File: src/hdl/mfic_pkg.sv
package mfic_pkg;
    // ****************************************
    // register offsets
    // ****************************************
    localparam logic [7:0] ADDR_MODE_CONTROL = 8'h01;
    localparam logic [7:0] ADDR_FAULT_STATUS = 8'h02;
    localparam logic [7:0] ADDR_FAULT_IRQ_ENABLE = 8'h03;
    // ****************************************
    // field positions
    // ****************************************
    localparam int BIT_IRQ_PULSE_MODE = 6;
    localparam int BIT_ACTIVE_NOT_STANDBY = 5;
    localparam int BIT_DIM_ACTIVE = 4;
    localparam int BIT_GAIN_DOWN_BLOCK = 3;
    localparam int BIT_INDEP_SINK_GROUP_ON = 2;
    localparam int BIT_BACKLIGHT_ON = 0;
    localparam int BIT_OVERLOAD = 4;
    localparam int BIT_OVERHEAT = 3;
    localparam int BIT_VOUT_OVER = 2;
    // ****************************************
    // writable masks and reset values
    // ****************************************
    localparam logic [7:0] MODE_CONTROL_MASK = 8'h7d;
    localparam logic [7:0] FAULT_MASK = 8'h1c;
    localparam logic [7:0] REG_RESET = 8'h00;
    // ****************************************
    // timing
    // ****************************************
    localparam int CLK_PERIOD_PS = 8000;
    localparam int IRQ_GAP_NS = 50000;
    localparam int IRQ_GAP_CYCLES = (IRQ_GAP_NS * 1000 + CLK_PERIOD_PS - 1) / CLK_PERIOD_PS;
    localparam int GAP_CNT_W = 16;
endpackage

File: src/hdl/mfic_sync2.sv
`timescale 1ns/1ps
// two-stage synchroniser for asynchronous level inputs
module mfic_sync2 #(
    parameter int WIDTH = 1
) (
    input wire logic clk_sys,
    input wire logic resetn,
    input wire logic [WIDTH-1:0] async_in,
    output logic [WIDTH-1:0] sync_out
);
    logic [WIDTH-1:0] meta_r;
    logic [WIDTH-1:0] sync_r;

    // ****************************************
    // two flops, first only read by second
    // ****************************************
    always_ff @(posedge clk_sys or negedge resetn)
    begin
        if (!resetn)
        begin
            meta_r <= '0;
            sync_r <= '0;
        end
        else
        begin
            meta_r <= async_in;
            sync_r <= meta_r;
        end
    end

    assign sync_out = sync_r;
endmodule

File: src/hdl/mfic_gain_ctrl.sv
`timescale 1ns/1ps
// charge-pump gain stepper: 0=1x, 1=1.5x, 2=2x
module mfic_gain_ctrl (
    input wire logic clk_sys,
    input wire logic resetn,
    input wire logic enable,
    input wire logic need_up,
    input wire logic may_down,
    input wire logic block_down,
    input wire logic all_sinks_off,
    output logic [1:0] gain
);
    logic [1:0] gain_r;
    logic [1:0] gain_nxt;

    // ****************************************
    // next gain
    // ****************************************
    always_comb
    begin
        gain_nxt = gain_r;
        if (!enable)
        begin
            // idle in standby
            gain_nxt = 2'h0;
        end
        else if (need_up && gain_r != 2'h2)
        begin
            gain_nxt = gain_r + 2'h1;
        end
        else if (may_down && gain_r != 2'h0)
        begin
            // step down unless blocked by a lit sink
            if (!block_down || all_sinks_off)
            begin
                gain_nxt = gain_r - 2'h1;
            end
        end
    end

    // ****************************************
    // gain register
    // ****************************************
    always_ff @(posedge clk_sys or negedge resetn)
    begin
        if (!resetn)
            gain_r <= 2'h0;
        else
            gain_r <= gain_nxt;
    end

    assign gain = gain_r;

    // ****************************************
    // checks
    // ****************************************
    a_gain_down_block: assert property (@(posedge clk_sys) disable iff (!resetn)
        ($past(enable) && $past(block_down) && !$past(all_sinks_off)) |-> gain_r >= $past(gain_r))
        else $error("gain dropped while blocked");
endmodule

File: src/hdl/mfic_top.sv
`timescale 1ns/1ps
// Summary of operation
// - pulse mode: clear with pending drops irq 50us
// - level mode: irq stays asserted while pending
// - active bit 1 runs, 0 standby idle
// - dim bit set by timeout or host
// - dimming only while backlight enabled
// - gain-down block: no step down until sinks off
// - otherwise gain moves up and down freely
// - group bit gates independent sinks, direct overrides
// - backlight on only while active
// - faults set flags bits 4,3,2
// - write one clears flag, zero ignored
// - enabled set flag raises interrupt
// - disabled flag still held, no interrupt
// - reset and undervoltage restore defaults
// - reserved and unused bits read zero
module mfic_top #(
    parameter int SINKS = 7
) (
    input wire logic clk_sys,
    input wire logic resetn,
    input wire logic uvlo,
    input wire logic reg_wr,
    input wire logic reg_rd,
    input wire logic [7:0] reg_addr,
    input wire logic [7:0] reg_wdata,
    output logic [7:0] reg_rdata,
    input wire logic fault_overload,
    input wire logic fault_overheat,
    input wire logic fault_vout_over,
    input wire logic dim_timeout,
    input wire logic [SINKS-1:0] sink_is_indep,
    input wire logic [SINKS-1:0] per_sink_direct_en,
    input wire logic [SINKS-1:0] sink_lit,
    input wire logic pump_need_up,
    input wire logic pump_may_down,
    output logic irq_n,
    output logic active_not_standby,
    output logic backlight_on,
    output logic dim_active,
    output logic indep_sink_group_on,
    output logic [1:0] pump_gain
);
    // ****************************************
    // declarations
    // ****************************************
    localparam int GAP_CNT_W_L = mfic_pkg::GAP_CNT_W;
    localparam logic [GAP_CNT_W_L-1:0] GAP_LOAD = GAP_CNT_W_L'(mfic_pkg::IRQ_GAP_CYCLES);
    logic [2:0] fault_sync; // synchronised fault levels
    logic [2:0] fault_prev_r; // for rising edge detect
    logic [2:0] fault_prev_nxt;
    logic [7:0] mode_r; // mode control register
    logic [7:0] mode_nxt;
    logic [7:0] status_r; // sticky fault flags
    logic [7:0] status_nxt;
    logic [7:0] irq_en_r; // fault interrupt enables
    logic [7:0] irq_en_nxt;
    logic [7:0] rdata_r;
    logic [7:0] rdata_nxt;
    logic irq_n_r;
    logic irq_n_nxt;
    logic [GAP_CNT_W_L-1:0] gap_cnt_r; // gap timer for pulse mode
    logic [GAP_CNT_W_L-1:0] gap_cnt_nxt;
    logic [7:0] fault_set;
    logic [7:0] pending;
    logic clr_hit;
    logic bl_r;
    logic bl_nxt;
    logic dim_r;
    logic dim_nxt;
    logic grp_r;
    logic grp_nxt;

    // expand three fault levels to register positions
    function automatic logic [7:0] fault_vec(input logic [2:0] f);
        logic [7:0] v;
        v = 8'h00;
        v[mfic_pkg::BIT_OVERLOAD] = f[2];
        v[mfic_pkg::BIT_OVERHEAT] = f[1];
        v[mfic_pkg::BIT_VOUT_OVER] = f[0];
        return v;
    endfunction

    // ****************************************
    // fault input synchronisers
    // ****************************************
    mfic_sync2 #(
        .WIDTH(3)
    ) mfic_sync2_inst (
        .clk_sys(clk_sys),
        .resetn(resetn),
        .async_in({fault_overload, fault_overheat, fault_vout_over}),
        .sync_out(fault_sync)
    );

    // ****************************************
    // charge pump gain control
    // ****************************************
    mfic_gain_ctrl mfic_gain_ctrl_inst (
        .clk_sys(clk_sys),
        .resetn(resetn),
        .enable(mode_r[mfic_pkg::BIT_ACTIVE_NOT_STANDBY]),
        .need_up(pump_need_up),
        .may_down(pump_may_down),
        .block_down(mode_r[mfic_pkg::BIT_GAIN_DOWN_BLOCK]),
        .all_sinks_off(~|sink_lit),
        .gain(pump_gain)
    );

    // ****************************************
    // register file next state
    // ****************************************
    always_comb
    begin
        mode_nxt = mode_r;
        irq_en_nxt = irq_en_r;
        status_nxt = status_r;
        fault_prev_nxt = fault_sync;
        rdata_nxt = rdata_r;
        // flag set on fault rising edge
        fault_set = fault_vec(fault_sync & ~fault_prev_r);
        clr_hit = 1'b0;
        if (reg_wr)
        begin
            unique case (reg_addr)
                mfic_pkg::ADDR_MODE_CONTROL:
                begin
                    mode_nxt = reg_wdata & mfic_pkg::MODE_CONTROL_MASK;
                end
                mfic_pkg::ADDR_FAULT_STATUS:
                begin
                    status_nxt = status_r & ~(reg_wdata & mfic_pkg::FAULT_MASK);
                    clr_hit = |(reg_wdata & mfic_pkg::FAULT_MASK & status_r);
                end
                mfic_pkg::ADDR_FAULT_IRQ_ENABLE:
                begin
                    irq_en_nxt = reg_wdata & mfic_pkg::FAULT_MASK;
                end
                default:
                begin
                    // unmapped: ignored
                end
            endcase
        end
        if (dim_timeout && mode_r[mfic_pkg::BIT_BACKLIGHT_ON])
            mode_nxt[mfic_pkg::BIT_DIM_ACTIVE] = 1'b1;
        // set wins over clear, regardless of enable
        status_nxt = status_nxt | fault_set;
        // read returns zero in reserved and unmapped bits
        if (reg_rd)
        begin
            unique case (reg_addr)
                mfic_pkg::ADDR_MODE_CONTROL: rdata_nxt = mode_r;
                mfic_pkg::ADDR_FAULT_STATUS: rdata_nxt = status_r;
                mfic_pkg::ADDR_FAULT_IRQ_ENABLE: rdata_nxt = irq_en_r;
                default: rdata_nxt = 8'h00;
            endcase
        end
        if (uvlo)
        begin
            mode_nxt = mfic_pkg::REG_RESET;
            status_nxt = mfic_pkg::REG_RESET;
            irq_en_nxt = mfic_pkg::REG_RESET;
        end
    end

    // ****************************************
    // register file flops
    // ****************************************
    always_ff @(posedge clk_sys or negedge resetn)
    begin
        if (!resetn)
        begin
            mode_r <= mfic_pkg::REG_RESET;
            status_r <= mfic_pkg::REG_RESET;
            irq_en_r <= mfic_pkg::REG_RESET;
            rdata_r <= 8'h00;
            fault_prev_r <= 3'h0;
        end
        else
        begin
            mode_r <= mode_nxt;
            status_r <= status_nxt;
            irq_en_r <= irq_en_nxt;
            rdata_r <= rdata_nxt;
            fault_prev_r <= fault_prev_nxt;
        end
    end

    // ****************************************
    // interrupt line next state
    // ****************************************
    always_comb
    begin
        pending = status_nxt & irq_en_nxt;
        gap_cnt_nxt = gap_cnt_r;
        irq_n_nxt = ~(|pending);
        if (gap_cnt_r != '0)
        begin
            gap_cnt_nxt = gap_cnt_r - GAP_CNT_W_L'(1);
            irq_n_nxt = 1'b1;
        end
        else if (clr_hit && (|pending) && mode_r[mfic_pkg::BIT_IRQ_PULSE_MODE])
        begin
            // clear with events left: start gap
            gap_cnt_nxt = GAP_LOAD - GAP_CNT_W_L'(1);
            irq_n_nxt = 1'b1;
        end
        // level mode: line follows pending directly
        if (uvlo)
            gap_cnt_nxt = '0;
    end

    // ****************************************
    // output state next values
    // ****************************************
    always_comb
    begin
        bl_nxt = mode_nxt[mfic_pkg::BIT_BACKLIGHT_ON] && mode_nxt[mfic_pkg::BIT_ACTIVE_NOT_STANDBY];
        dim_nxt = mode_nxt[mfic_pkg::BIT_DIM_ACTIVE] && bl_nxt;
        // standby idles group, direct enables freeze it
        if (!mode_nxt[mfic_pkg::BIT_ACTIVE_NOT_STANDBY])
            grp_nxt = 1'b0;
        else if (|per_sink_direct_en)
            grp_nxt = grp_r;
        else
            grp_nxt = mode_nxt[mfic_pkg::BIT_INDEP_SINK_GROUP_ON] && (|sink_is_indep);
    end

    // ****************************************
    // interrupt and output flops
    // ****************************************
    always_ff @(posedge clk_sys or negedge resetn)
    begin
        if (!resetn)
        begin
            irq_n_r <= 1'b1;
            gap_cnt_r <= '0;
            bl_r <= 1'b0;
            dim_r <= 1'b0;
            grp_r <= 1'b0;
        end
        else
        begin
            irq_n_r <= irq_n_nxt;
            gap_cnt_r <= gap_cnt_nxt;
            bl_r <= bl_nxt;
            dim_r <= dim_nxt;
            grp_r <= grp_nxt;
        end
    end

    assign active_not_standby = mode_r[mfic_pkg::BIT_ACTIVE_NOT_STANDBY];
    assign backlight_on = bl_r;
    assign dim_active = dim_r;
    assign indep_sink_group_on = grp_r;
    assign irq_n = irq_n_r;
    assign reg_rdata = rdata_r;

    // ****************************************
    // checks
    // ****************************************
    a_pulse_gap_len: assert property (@(posedge clk_sys) disable iff (!resetn || uvlo)
        (gap_cnt_r == GAP_LOAD - GAP_CNT_W_L'(1)) |-> irq_n_r[*8])
        else $error("pulse gap too short");
    a_level_hold: assert property (@(posedge clk_sys) disable iff (!resetn)
        (!mode_r[mfic_pkg::BIT_IRQ_PULSE_MODE] && gap_cnt_r == '0 && |(status_nxt & irq_en_nxt))
        |=> !irq_n_r)
        else $error("irq dropped in level mode");
    a_standby_idle: assert property (@(posedge clk_sys) disable iff (!resetn)
        !mode_r[mfic_pkg::BIT_ACTIVE_NOT_STANDBY] |-> (!bl_r && !grp_r))
        else $error("backlight on in standby");
    a_dim_needs_bl: assert property (@(posedge clk_sys) disable iff (!resetn)
        dim_r |-> bl_r)
        else $error("dim without backlight");
    a_flag_set: assert property (@(posedge clk_sys) disable iff (!resetn)
        (fault_sync[2] && !fault_prev_r[2] && !uvlo) |=> status_r[mfic_pkg::BIT_OVERLOAD])
        else $error("overload flag not set");
    a_zero_write_keep: assert property (@(posedge clk_sys) disable iff (!resetn)
        (reg_wr && reg_addr == mfic_pkg::ADDR_FAULT_STATUS && reg_wdata == 8'h00 && !uvlo)
        |=> (status_r & $past(status_r)) == $past(status_r))
        else $error("zero write cleared flag");
    a_reserved_zero: assert property (@(posedge clk_sys) disable iff (!resetn)
        (mode_r[7] == 1'b0) && (mode_r[1] == 1'b0) && ((status_r & ~mfic_pkg::FAULT_MASK) == 8'h00)
        && ((irq_en_r & ~mfic_pkg::FAULT_MASK) == 8'h00))
        else $error("reserved bit set");
    a_irq_idle: assert property (@(posedge clk_sys) disable iff (!resetn)
        ((status_r & irq_en_r) == 8'h00) |-> irq_n_r)
        else $error("irq without pending");
endmodule

File: config.mk
export PLATFORM = sky130hd
export DESIGN_NAME = mfic_top
export DESIGN_NICKNAME = d
export VERILOG_FILES = /design/src/hdl/mfic_pkg.sv /design/src/hdl/mfic_sync2.sv /design/src/hdl/mfic_gain_ctrl.sv /design/src/hdl/mfic_top.sv
export SDC_FILE = /design/constraint.sdc
export NUM_CORES = 1
export LEC_CHECK = 0
export BUFFER_PORTS_ARGS = -buffer_cell sky130_fd_sc_hd__buf_4
export CAP_MARGIN = 0
export CORE_MARGIN = 10
export CORE_UTILIZATION = 58
export CTS_CLUSTER_SIZE = 28
export DETAILED_ROUTE_END_ITERATION = 8
export GPL_ROUTABILITY_DRIVEN = 0
export PLACE_DENSITY_LB_ADDON = 0.3
export SLEW_MARGIN = 15
export SYNTH_ARGS = -nofsm -noshare
export SYNTH_HDL_FRONTEND = slang
export SYNTH_HIERARCHICAL = 1
export SYNTH_SLANG_ARGS = --single-unit
export TNS_END_PERCENT = 30
File: constraint.sdc
create_clock -name clk_sys -period 3.3 [get_ports clk_sys]
set_input_delay 0 -clock clk_sys [delete_from_list [all_inputs] [get_ports clk_sys]]
set_output_delay 0 -clock clk_sys [all_outputs]
set_load 0.05 [all_outputs]
* Word level (Yosys, flattened, before mapping) *
Index checks and enable logic that the tools add are counted.

storage, ports and cells
  register bits = 63
  word-level logic and storage cells = 79

cells by class
  eq/ne operators = 7
  add/sub/neg operators = 3
  mux-type cells = 24
  bitwise logic cells = 8
  reductions and logical operators = 23

operators by type and width
  operator                 number
  $mux W8                  9
  $mux W16                 3
  $pmux W8 S3              1
  $reduce_or A7 Y1         3
  $and A8 B8 Y8            2
  $eq A8 B2 Y1 const B     2
  $reduce_bool A16 Y1      1
  $reduce_or A8 Y1         2
  $sub A16 B1 Y16 const B  1
  $and A5 B8 Y8            1
  $eq A8 B1 Y1 const B     1
  $logic_and A1 B1 Y1      8
  $mux W2                  4
  $not A5 Y8               1
  $or A8 B5 Y8             1
  $mux W1                  7
  $ne A3 B1 Y1 const B     2
  $reduce_bool A2 Y1       3
  $ne A2 B2 Y1 const B     2
  $reduce_and A2 Y1        2
  $and A3 B3 Y3            1
  $not A3 Y3               1
  $reduce_bool A3 Y1       1
  $add A2 B1 Y2 const B    1
  other kinds (4)          5

* Depth between registers and ports, before layout *
Gate-level depths: netlist (run 1).

  depth after elaboration = 13
  mapped depth = 7
  depth with buffers taken out = 7

* Cells and area by module *
Netlist (run 1), hierarchy kept.

modules (own cells, without submodules)
  module          times used  area each (µm²)  cells each  sequential area each (µm²)
  mfic_top        1           2601.2           240         1327.5
  mfic_sync2      1           150.1            6           150.1
  mfic_gain_ctrl  1           128.9            15          50.0

* Worst setup path after synthesis (run 1) *
OpenSTA, ideal clock, no wires.

  path type = register to register
  start point = register gap_cnt_r[10]
  end point = register gap_cnt_r[1]
  data required time = 3.199 ns
  stages on the path, launching flop included = 7
  data arrival time = 1.812 ns
  setup slack = 1.387 ns
  path buffers = 1
  path through = dfrtp_1 or4_4 nor4_4 nand4b_1 buf_4 or3_1 o32ai_1

between the ends
  longest elaborated chain between the ends = 3
  elaborated cells between the ends (all ways) = 4

RTL lines
  what                      RTL line         text
  start: declaration        mfic_top.sv:63   logic [GAP_CNT_W_L-1:0] gap_cnt_r;
  start signal: assignment  mfic_top.sv:247  gap_cnt_r <= gap_cnt_nxt;
  $reduce_bool A16 Y1 (*)   mfic_top.sv:199  if (gap_cnt_r != '0)
  $mux W16                  mfic_top.sv:199
  $mux W16                  mfic_top.sv:211  if (uvlo)

Mark *: on every way between the ends. The rest lies on a longest branch, timed or not.
A chain may end at the register's enable or synchronous reset.

* Worst setup path in the final report (run 1) *
  start point = register gap_cnt_r[10]
  end point = register gap_cnt_r[13]

between the ends
  longest elaborated chain between the ends = 3
  elaborated cells between the ends (all ways) = 5

RTL lines
  what                                                    RTL line
  $sub A16 B1 Y16 or $reduce_bool A16 Y1 (tied branches)  mfic_top.sv:201, mfic_top.sv:199
  $mux W16                                                mfic_top.sv:199
  $mux W16                                                mfic_top.sv:211

Parallel ways exist; a longest one is shown, timed or not.

==> impl_results.md, run 1 <==
- Outcome: finished clean
- Leak: ~1.7 nW
- CTS max path bufs: 2
- RSZ-0062 raised after global routing: false
- Fin crit period: about 2.3 ns
- DR WL/cell: between 15 and 20 µm
- Drt first pass iters: 4
- Final hold vios: 0
- FF-to-FF path depth: 5
- Antenna diodes: 0
- CP max FO: 11
- Yosys top cell area share: about 52%
- Multi-input gate area: 1260 µm²
- Die Ht: 90.5 µm
- Initial Util: roughly three fifths
- Mapped Nets: 311
- Clk pin slew, worst setup/hold paths: roughly 0.06 ns
- Clock Skews: approximately 0.0084 ns
- Register area: about 1500 µm²
- CP required: 3.50 ns
- Crit end category: flop
- Fillers: between 300 and 400
- Max-capacitance violation count: 0
- First-pass GRT wire length: around 11000 µm
- Placed insts: 379
- Largest net degree at the start of global routing: 62
- CTS root buf: clkbuf_8
- Setup-failing EPs final: 0
- Pins Over Slew Limit: 0
- Top post-synthesis cells by area: dfrtp_1 (52%), mux2i_1 (3.5%), nor2b_1 (3.0%), mux2_2 (2.7%), nor2_1 (2.5%)
- Setup Fix Bufs, Post-CTS: 0
- Number of nets in the layout: between 300 and 400
- Ports: 63
- Post-route core utilization: 77.5%
- Crit start category: flop
- Num CTS Buffers: 9
- Slew @ Worst Pin: about 0.74 ns
- Tot GR Track Use: around 16%
- Pwr dens: 564 nW/µm²
- CP arrival: roughly 2.5 ns
- Initial antenna violation count: 0
- Final period util: a little over two thirds
- Syn. warnings: 6
- Core area: between 4000 and 5000 µm²
- Hold Path Origin: reg_wdata[5]
- CP Class: flop to flop
- Vias in the first global route: approximately 2300
- WL final: ~6500 µm
- R2R Path End: gap_cnt_r[13]
- Ys flop type: dfrtp_1
- Worst setup path startpoint: gap_cnt_r[10]
- Initial DRC count: 80
- Max transition margin: a little over 50%
- Sequential fraction of the synthesis area: ~53%
- Die W: slightly above 90 µm
- Synth area leader: dfrtp_1
- Routed Antenna Nets: 0
- Layout cells sized above 1: between 20% and 30%
- Worst Setup EP: gap_cnt_r[13]
- Clock Latency Late Sink: about 0.33 ns
- CTS tree: yes
- H-tree levels: 3
- Via density: ~5.5
- FF-to-FF setup slack: just under 1 ns
- Achievable frequency: 431 MHz
- Non-Filler Instances: slightly above 400
- Reg2Reg Launch Point: gap_cnt_r[10]
- Die ar.: around 8200 µm²
- Clock sink count: 61
- Synth Cell Area: 2880 µm²
- Seq cells post-synth: 61
- Tightest Hold Check Type: input port to flop
- HPWL after DPL: ~4700 µm
- Syn-to-layout area delta: 27.9%
- Most frequent cells in the layout: dfrtp_1 (60), buf_4 (60), nor2_1 (19)
- Maximum vdd drop: just under 0.5 mV
- Distinct cells, synth: 55
- GRT Residual Overflow: 0
- # DRC: 0
- Async SR Flop Fraction: 100%
- Syn avg cell area: 11.0 µm²
- Vias: ~2200
- Pwr Total: 2.08 mW
- FP Rows: 25
- Number of synthesized flops with an enable pin: 0
- I/O Buffers: 60
- Setup TNS: 0 ns
- Mapped Cells: ~260
## power breakdown
| part | internal [mW] | switching (mW) |
|---|---|---|
| Sequential | 0.826 | 0.0780 |
| Clock | 0.360 | 0.259 |
| Combinational | 0.260 | 0.295 |
## registers in the layout (all words and copies together) (netlist names)
register and count:
status_r 8, mfic_sync2_inst/meta_r 3, indep_sink_group_on 1, backlight_on 1
gap_cnt_r 16, reg_rdata 8, mode_r 6, dim_active 1
irq_en_r 8, irq_n 1, fault_prev_r 3, mfic_sync2_inst/sync_out 3
mfic_gain_ctrl_inst/gain 2
## worst max-delay path, stage by stage, from the launching register on
cell      delay (ns)
dfrtp_1         0.41
or4_4           0.59
nor4_4          0.19
nand4b_1        0.44
nand2b_1        0.46
nor2_1          0.09
## how the worst min path moves through the flow
stage | slack (ns) | to | depth (start not counted)
2_1_floorplan | -0.30 | backlight_on | 0
3_3_place_gp | 0.11 | status_r[6] | 1
3_5_place_dp | 0.11 | status_r[6] | 1
4_1_cts | 0.01 | backlight_on | 4
5_1_grt | 0.03 | reg_rdata[7] | 3
6_report | 0.02 | backlight_on | 4
## area by class of cell
type / instances / area share (%)
clock buffer: 12 / 3.94
clock inverter: 2 / 0.951
inverter: 13 / 1.32
multi-input combinational: 178 / 34.3
sequential: 61 / 41.5
tap: 67 / 2.28
timing repair buffer: 73 / 15.8
## per-stage QoR
stage / area, µm² / hold slack [ns] / worst slack [ns]
global route: 3680 / 0.0274 / 0.807
floorplan: 2880 / -0.296 / 1.39
detailed placement: 3370 / 0.108 / 1.00
CTS: 3680 / 0.0124 / 0.979
finish: 3680 / 0.0213 / 0.978
global placement: 3370 / 0.107 / 1.08
## what timing repair did
item                      CTS  global route
hold buffers               13             0
hold endpoints to repair   80             0
gates resized for setup     0             0
## cells in the mapped netlist (all sizes together) (6+ instances only)
cell and number:
mux2 7, xor2 7, o22ai 8, a21oi 14, nand3 6, and2 8
nor4 8, nor2b 14, nor2 19, inv 13, mux2i 10, nand2 15
a22oi 7, nor3 6, dfrtp 60, xnor2 6
## per-layer routing
| layer | routed length [µm] | GRT usage (%) | vias to the layer above |
|---|---|---|---|
| li1 | - | - | 1079 |
| met1 | 2840 | 19.1 | 1071 |
| met2 | 3210 | 26.9 | 55 |
| met3 | 303 | 3.99 | 14 |
| met4 | 134 | 7.96 | 0 |
| met5 | 0 | 0 | - |
## logic make-up after synthesis
logic type      synth area share (%)
buf+inv                         3.08
flops                           53.0
simple gates                    20.8
xor+xnor                        3.95
fa+ha+maj                      0.869
mux                             6.21
compound gates                  12.0
Note: power is estimated with default switching activity, not from simulation.
==> run 2: changes to the inputs <==
--- a/config.mk
+++ b/config.mk
@@ -8,7 +8,7 @@
 export BUFFER_PORTS_ARGS = -buffer_cell sky130_fd_sc_hd__buf_4
 export CAP_MARGIN = 0
 export CORE_MARGIN = 10
-export CORE_UTILIZATION = 58
+export CORE_UTILIZATION = 49
 export CTS_CLUSTER_SIZE = 28
 export DETAILED_ROUTE_END_ITERATION = 8
 export GPL_ROUTABILITY_DRIVEN = 0
==> constraint.sdc (replaced) <==
create_clock -name clk_sys -period 2.05 [get_ports clk_sys]
set_input_delay 0 -clock clk_sys [delete_from_list [all_inputs] [get_ports clk_sys]]
set_output_delay 0 -clock clk_sys [all_outputs]
set_load 0.05 [all_outputs]
==> run 2 against run 1 <==
Sequential share of layout area down 1.2 points. Largest cell class unchanged. Largest power group unchanged. Critical endpoint is now gap_cnt_r[1]. Hold slack is essentially flat. Setup slack got worse by 0.93 ns.
==> impl_results.md, run 2 (synthesis results as in run 1) <==
- FP Rows: 27 (+8.0%)
- Placed insts: 392 (+3.4%)
- Clock sink count: 61 (unchanged)
- Crit end category: flop
- Met3 Resource Use GR: 4.47% (+0.48 points)
- Max transition margin: 50.3% (about the same)
- FF-to-FF setup slack: 0.05 ns (-0.93 ns)
- Hold depth: 4 (unchanged)
- Max incr delay on CP: 0.58 ns (about the same)
- Maximum vdd drop: 0.745 mV (+52%)
- Largest Register: gap_cnt_r
- FF-to-FF path depth: 5 (unchanged)
- Final hold vios: 0 (unchanged)
- HPWL after DPL: 4700 µm (+0.67%)
- Syn-to-layout area delta: 31.8%
- Pins Over Slew Limit: 0 (unchanged)
- Clock Latency Late Sink: 0.33 ns (about the same)
- Ports: 63 (unchanged)
- Worst Setup EP: gap_cnt_r[1]
- Initial Util: 51.4% (-9.2 points)
- Setup-failing EPs final: 0 (unchanged)
- Clock Skews: 0.00649 ns (-0.00188 ns)
- CP required: 2.29 ns (-1.21 ns)
- Worst setup path startpoint: gap_cnt_r[10]
- Vias: 2245 (+1.2%)
- Number of flip-flops in the largest register: 16 (unchanged)
- Final period util: 97.6% (+27 points)
- Placed Area: 3440 µm² (+2.0%)
- Largest net degree at the start of global routing: 62 (unchanged)
- Max-capacitance violation count: 0 (unchanged)
- Tot GR Track Use: 14.0% (-2.2 points)
- Dpl ws: 0.0709 ns (-0.931 ns)
- GR Layer Usage met1: 17.5% (-1.6 points)
- Final worst slack: 0.0497 ns (-0.928 ns)
- Die ar.: 9350 µm² (+14%)
- H-tree levels: 3 (unchanged)
- Pwr dens: 936 nW/µm² (+66%)
- Initial antenna violation count: 0 (unchanged)
- Fillers: 470 (+36%)
- DR WL/cell: 15.7 µm (-1.7%)
- RSZ-0062 raised after global routing: true
- CP max FO: 6 (-5)
- Post-Layout Inst Area: 3800 µm² (+3.0%)
- Multi-input gate area: 1270 µm² (+0.89%)
- WL final: 6620 µm (+2.1%)
- Met2 Usage GRT: 21.2% (-5.6 points)
- Reg2Reg Launch Point: gap_cnt_r[10]
- CP arrival: 2.24 ns (-0.29 ns)
- I/O Buffers: 60 (unchanged)
- Most common cell after layout, fill and taps aside: buf_4
- Tightest Hold Check Type: input port to flop
- Via density: 5.32 (-2.7%)
- First-pass GRT wire length: 10900 µm (-0.37%)
- Num CTS Buffers: 9 (unchanged)
- CTS tree: yes
- R2R Path End: gap_cnt_r[1]
- Die Ht: 96.7 µm (+6.9%)
- Number of nets in the layout: 395 (+2.3%)
- Outcome: finished clean
- Cells along the critical path: or4_4 -> nor4_4 -> nand4b_1 -> or3_1 -> o32ai_2
- Register area: 1530 µm² (unchanged)
- CP Class: flop to flop
- Core area: 5610 µm² (+18%)
- Antenna diodes: 0 (unchanged)
- Routed Antenna Nets: 0 (unchanged)
- CTS root buf: clkbuf_8
- GRT Residual Overflow: 0 (unchanged)
- Leak: 1.79 nW (+3.6%)
- Die W: 96.7 µm (+6.9%)
- Crit path max-delay cell type: or4_4
- Fin crit period: 2.00 ns (-0.322 ns)
- Initial DRC count: 153 (+91%)
- Most frequent cells in the layout: buf_4 (69), dfrtp_1 (60), nor2_1 (19)
- Non-Filler Instances: 422 (+3.9%)
- Vias in the first global route: 2254 (-3.8%)
- Drt first pass iters: 4 (unchanged)
- Layout cells sized above 1: 30.9% (+2.8 points)
- Clk pin slew, worst setup/hold paths: 0.06 ns (about the same)
- # DRC: 0 (unchanged)
- Grt peak-use layer: met2
- CTS max path bufs: 2 (unchanged)
- Crit start category: flop
- Slew @ Worst Pin: 0.745 ns (+0.000212 ns)
- Achievable frequency: 500 MHz (+16%)
==> run 2: routing by layer <==
layer | up-vias | routed length, µm
met5 | - | 0
met4 | 0 | 109
met3 | 8 | 368
met2 | 52 | 3190
met1 | 1090 | 2950
li1 | 1095 | -
==> run 2: area by class of cell <==
class                           instances  share of cell area (%)
Inverter                               13                    1.29
Multi-Input combinational cell        178                    33.6
Clock inverter                          5                    1.98
Clock buffer                           11                    3.46
Timing Repair Buffer                   82                    17.1
Tap cell                               72                    2.37
Sequential cell                        61                    40.2
==> run 2: how the worst min path moves through the flow <==
stage | end | slack (ns) | startpoint
after CTS | backlight_on | 0.004 | reg_wdata[5]
after detailed placement | mfic_sync2_inst/meta_r[2] | 0.11 | fault_overload
final | backlight_on | 0.02 | reg_wdata[5]
after global routing | reg_rdata[1] | 0.03 | reg_addr[1]
after floorplan | backlight_on | -0.30 | resetn
after global placement | reg_rdata[7] | 0.11 | resetn
==> run 2: power by group <==
part / total [mW] / internal, mW / switching (mW)
logic: 0.973 / 0.473 / 0.500
clock network: 1.13 / 0.679 / 0.448
registers: 1.45 / 1.33 / 0.123
total: 3.55 / 2.48 / 1.07
==> run 2: worst max-delay path, delay by kind of cell, from the launching register on <==
family	cells	cell delay (ns)
AND/OR/NAND/NOR	4	1.41
flip-flops	1	0.40
AO/OA/AOI/OAI	1	0.10
==> run 2: what timing repair did <==
action,CTS,global route
resized for setup,0,2
setup endpoints to repair,0,4
setup buffers,0,1
hold buffers,13,0
endpoints found under the hold margin,80,0
==> run 2: through the flow <==
step	hold WS [ns]	utilization [%]	total power, mW	setup TNS, ns
2_1_floorplan	-0.296	-	2.11	0
3_3_place_gp	0.109	61.4	2.35	0
3_5_place_dp	0.111	61.4	2.37	0
4_1_cts	0.00369	67.4	3.54	0
5_1_grt	0.0275	67.7	3.75	-0.0366
6_report	0.0210	67.7	3.55	0
==> run 3: changes to the inputs <==
--- a/config.mk
+++ b/config.mk
@@ -5,12 +5,11 @@
 export SDC_FILE = /design/constraint.sdc
 export NUM_CORES = 1
 export LEC_CHECK = 0
-export BUFFER_PORTS_ARGS = -buffer_cell sky130_fd_sc_hd__buf_4
 export CAP_MARGIN = 0
-export CORE_MARGIN = 10
-export CORE_UTILIZATION = 49
+export CORE_UTILIZATION = 56
 export CTS_CLUSTER_SIZE = 28
 export DETAILED_ROUTE_END_ITERATION = 8
+export DONT_BUFFER_PORTS = 1
 export GPL_ROUTABILITY_DRIVEN = 0
 export PLACE_DENSITY_LB_ADDON = 0.3
 export SLEW_MARGIN = 15
==> run 3 against run 2 <==
First-iteration DRC count is 9.8% lower. Combinational power decreased by 4.7%. Critical endpoint unchanged. Register-to-register slack got worse by 0.04 ns. Highest routed layer unchanged. Setup slack worse by 0.036 ns. Hold slack got worse by 0.0064 ns.
==> impl_results.md, run 3 (synthesis results as in run 1) <==
- Die ar.: 5430 µm² (-42%)
- Num CTS Buffers: 9 (unchanged)
- Clock sink count: 61 (unchanged)
- Core area: 4850 µm² (-14%)
- Most frequent cells in the layout: dfrtp_1 (60), dlygate4sd3_1 (24), nor2_1 (19)
- Vias in the first global route: 2090 (-7.3%)
- Clock Latency Late Sink: 0.33 ns (about the same)
- Register area: 1530 µm² (unchanged)
- Dpl ws: -0.00483 ns (-0.0757 ns)
- Clk pin slew, worst setup/hold paths: 0.06 ns (about the same)
- Achievable frequency: 491 MHz (-1.8%)
- Fin crit period: 2.04 ns (+0.0360 ns)
- Tot GR Track Use: 25.5% (+11 points)
- Drt first pass iters: 4 (unchanged)
- Slew @ Worst Pin: 1.10 ns (+0.358 ns)
- Initial antenna violation count: 1 (+1)
- Hold depth: 3 (-1)
- Crit path max-delay cell type: or4_4
- # DRC: 0 (unchanged)
- Initial Util: 59.4% (+8.0 points)
- CP required: 2.29 ns (about the same)
- Tightest Hold Check Type: input port to flop
- FP Rows: 25 (-7.4%)
- Die Ht: 73.7 µm (-24%)
- Final period util: 99.3% (+1.8 points)
- Vias: 2116 (-5.7%)
- Post-route core utilization: 71.5% (+3.8 points)
- Outcome: finished clean
- Max transition margin: 26.2% (-24 points)
- Number of flip-flops in the largest register: 16 (unchanged)
- Final worst slack: 0.0137 ns (-0.0360 ns)
- Leak: 1.55 nW (-13%)
- CP Class: flop to flop
- DR WL/cell: 16.8 µm (+6.9%)
- Crit end category: flop
- FF-to-FF path depth: 6 (+1)
- Fillers: 360 (-23%)
- Syn-to-layout area delta: 20.3%
- Most common cell after layout, fill and taps aside: dfrtp_1
- HPWL after DPL: 4010 µm (-15%)
- Maximum vdd drop: 0.683 mV (-8.2%)
- Final hold vios: 0 (unchanged)
- RSZ-0062 raised after global routing: true
- H-tree levels: 3 (unchanged)
- Max-capacitance violation count: 0 (unchanged)
- CTS tree: yes
- Pwr dens: 985 nW/µm² (+5.3%)
- WL final: 6200 µm (-6.3%)
- CTS root buf: clkbuf_8
- Setup TNS: 0 ns (unchanged)
- Layout cells sized above 1: 16.2% (-15 points)
- Clock Skews: 0.00625 ns (-0.000235 ns)
- Pwr Total: 3.41 mW (-3.9%)
- First-pass GRT wire length: 10100 µm (-7.7%)
- Largest net degree at the start of global routing: 62 (unchanged)
- Cells along the critical path: or4_4 -> nor4_4 -> nand4b_1 -> buf_6 -> or3_1 -> o32ai_2
- Ports: 63 (unchanged)
- Max incr delay on CP: 0.58 ns (about the same)
- Initial DRC count: 138 (-9.8%)
- Largest Register: gap_cnt_r
- Multi-input gate area: 1270 µm² (-0.29%)
- CP max FO: 8 (+2)
- Via density: 5.72 (+7.5%)
- Crit start category: flop
- CTS max path bufs: 2 (unchanged)
- Pins Over Slew Limit: 0 (unchanged)
- Die W: 73.7 µm (-24%)
- CP arrival: 2.27 ns (+0.03 ns)
- I/O Buffers: 0 (-100%)
- Setup-failing EPs final: 0 (unchanged)
- GRT Residual Overflow: 0 (unchanged)
- Routed Antenna Nets: 0 (unchanged)
- Number of nets in the layout: 347 (-12%)
## run 3: changes by cell type in the layout (fill, tap and decap cells not counted)
cell,before,now
buf_4,69,8
dlygate4sd3_1,13,24
a21oi_1,12,13
a21oi_2,2,1
buf_16,0,1
buf_6,0,1
bufinv_16,2,1
clkbuf_1,2,1
clkbuf_8,9,10
clkinv_2,3,4
diode_2,0,1
## run 3: layer usage
metal | up-vias | part of all wire [%] | GRT usage (%)
li1 | 1006 | - | -
met1 | 1027 | 45 | 33.7
met2 | 68 | 47 | 38.9
met3 | 15 | 5.7 | 5.35
met4 | 0 | 2.6 | 15.0
met5 | - | 0 | 0
## run 3: area by class of cell
cell class	count	area share, %
timing repair buffer	34	9.79
sequential	61	44.1
clock inverter	5	1.44
antenna	1	0.0722
inverter	13	1.41
tap	67	2.42
multi-input combinational	178	36.7
clock buffer	11	4.08
## run 3: timing repair
item / 4_1_cts / 5_1_grt
endpoints found under the setup margin: 1 / 6
setup buffers: 1 / 1
hold buffers: 25 / 0
resized for setup: 0 / 2
hold endpoints to repair: 111 / 0
pin swaps: 1 / 2
## run 3: where the power goes
group / total [mW] / internal [mW] / switching (mW)
combinational: 0.927 / 0.443 / 0.484
sequential: 1.45 / 1.33 / 0.123
clock: 1.03 / 0.586 / 0.446
total: 3.41 / 2.36 / 1.05
## run 3: worst paths after layout
path	start	endpoint	slack, ns
worst max-delay path	gap_cnt_r[8]	gap_cnt_r[1]	0.01
worst min-delay path	reg_addr[0]	reg_rdata[0]	0.01
worst max register to register	gap_cnt_r[8]	gap_cnt_r[1]	0.01
worst min register to register	mfic_sync2_inst/meta_r[2]	mfic_sync2_inst/sync_out[2]	0.35
max in group asynchronous	resetn	irq_n	1.56
min in group asynchronous	resetn	status_r[6]	0.19
## run 3: worst max-delay path: cells and delay by family, from the launching register on
kind | cells | cell delay [ns]
simple gates | 4 | 1.30
flops | 1 | 0.40
buf+inv | 1 | 0.16
compound gates | 1 | 0.09
## run 3: metrics by stage
stage	area [µm²]	cells	hold slack [ns]
3_3_place_gp	2980	326	-0.294
5_1_grt	3460	370	0.0311
6_report	3460	370	0.0146
2_1_floorplan	2880	261	-0.296
3_5_place_dp	2980	326	-0.294
4_1_cts	3440	368	0.00386
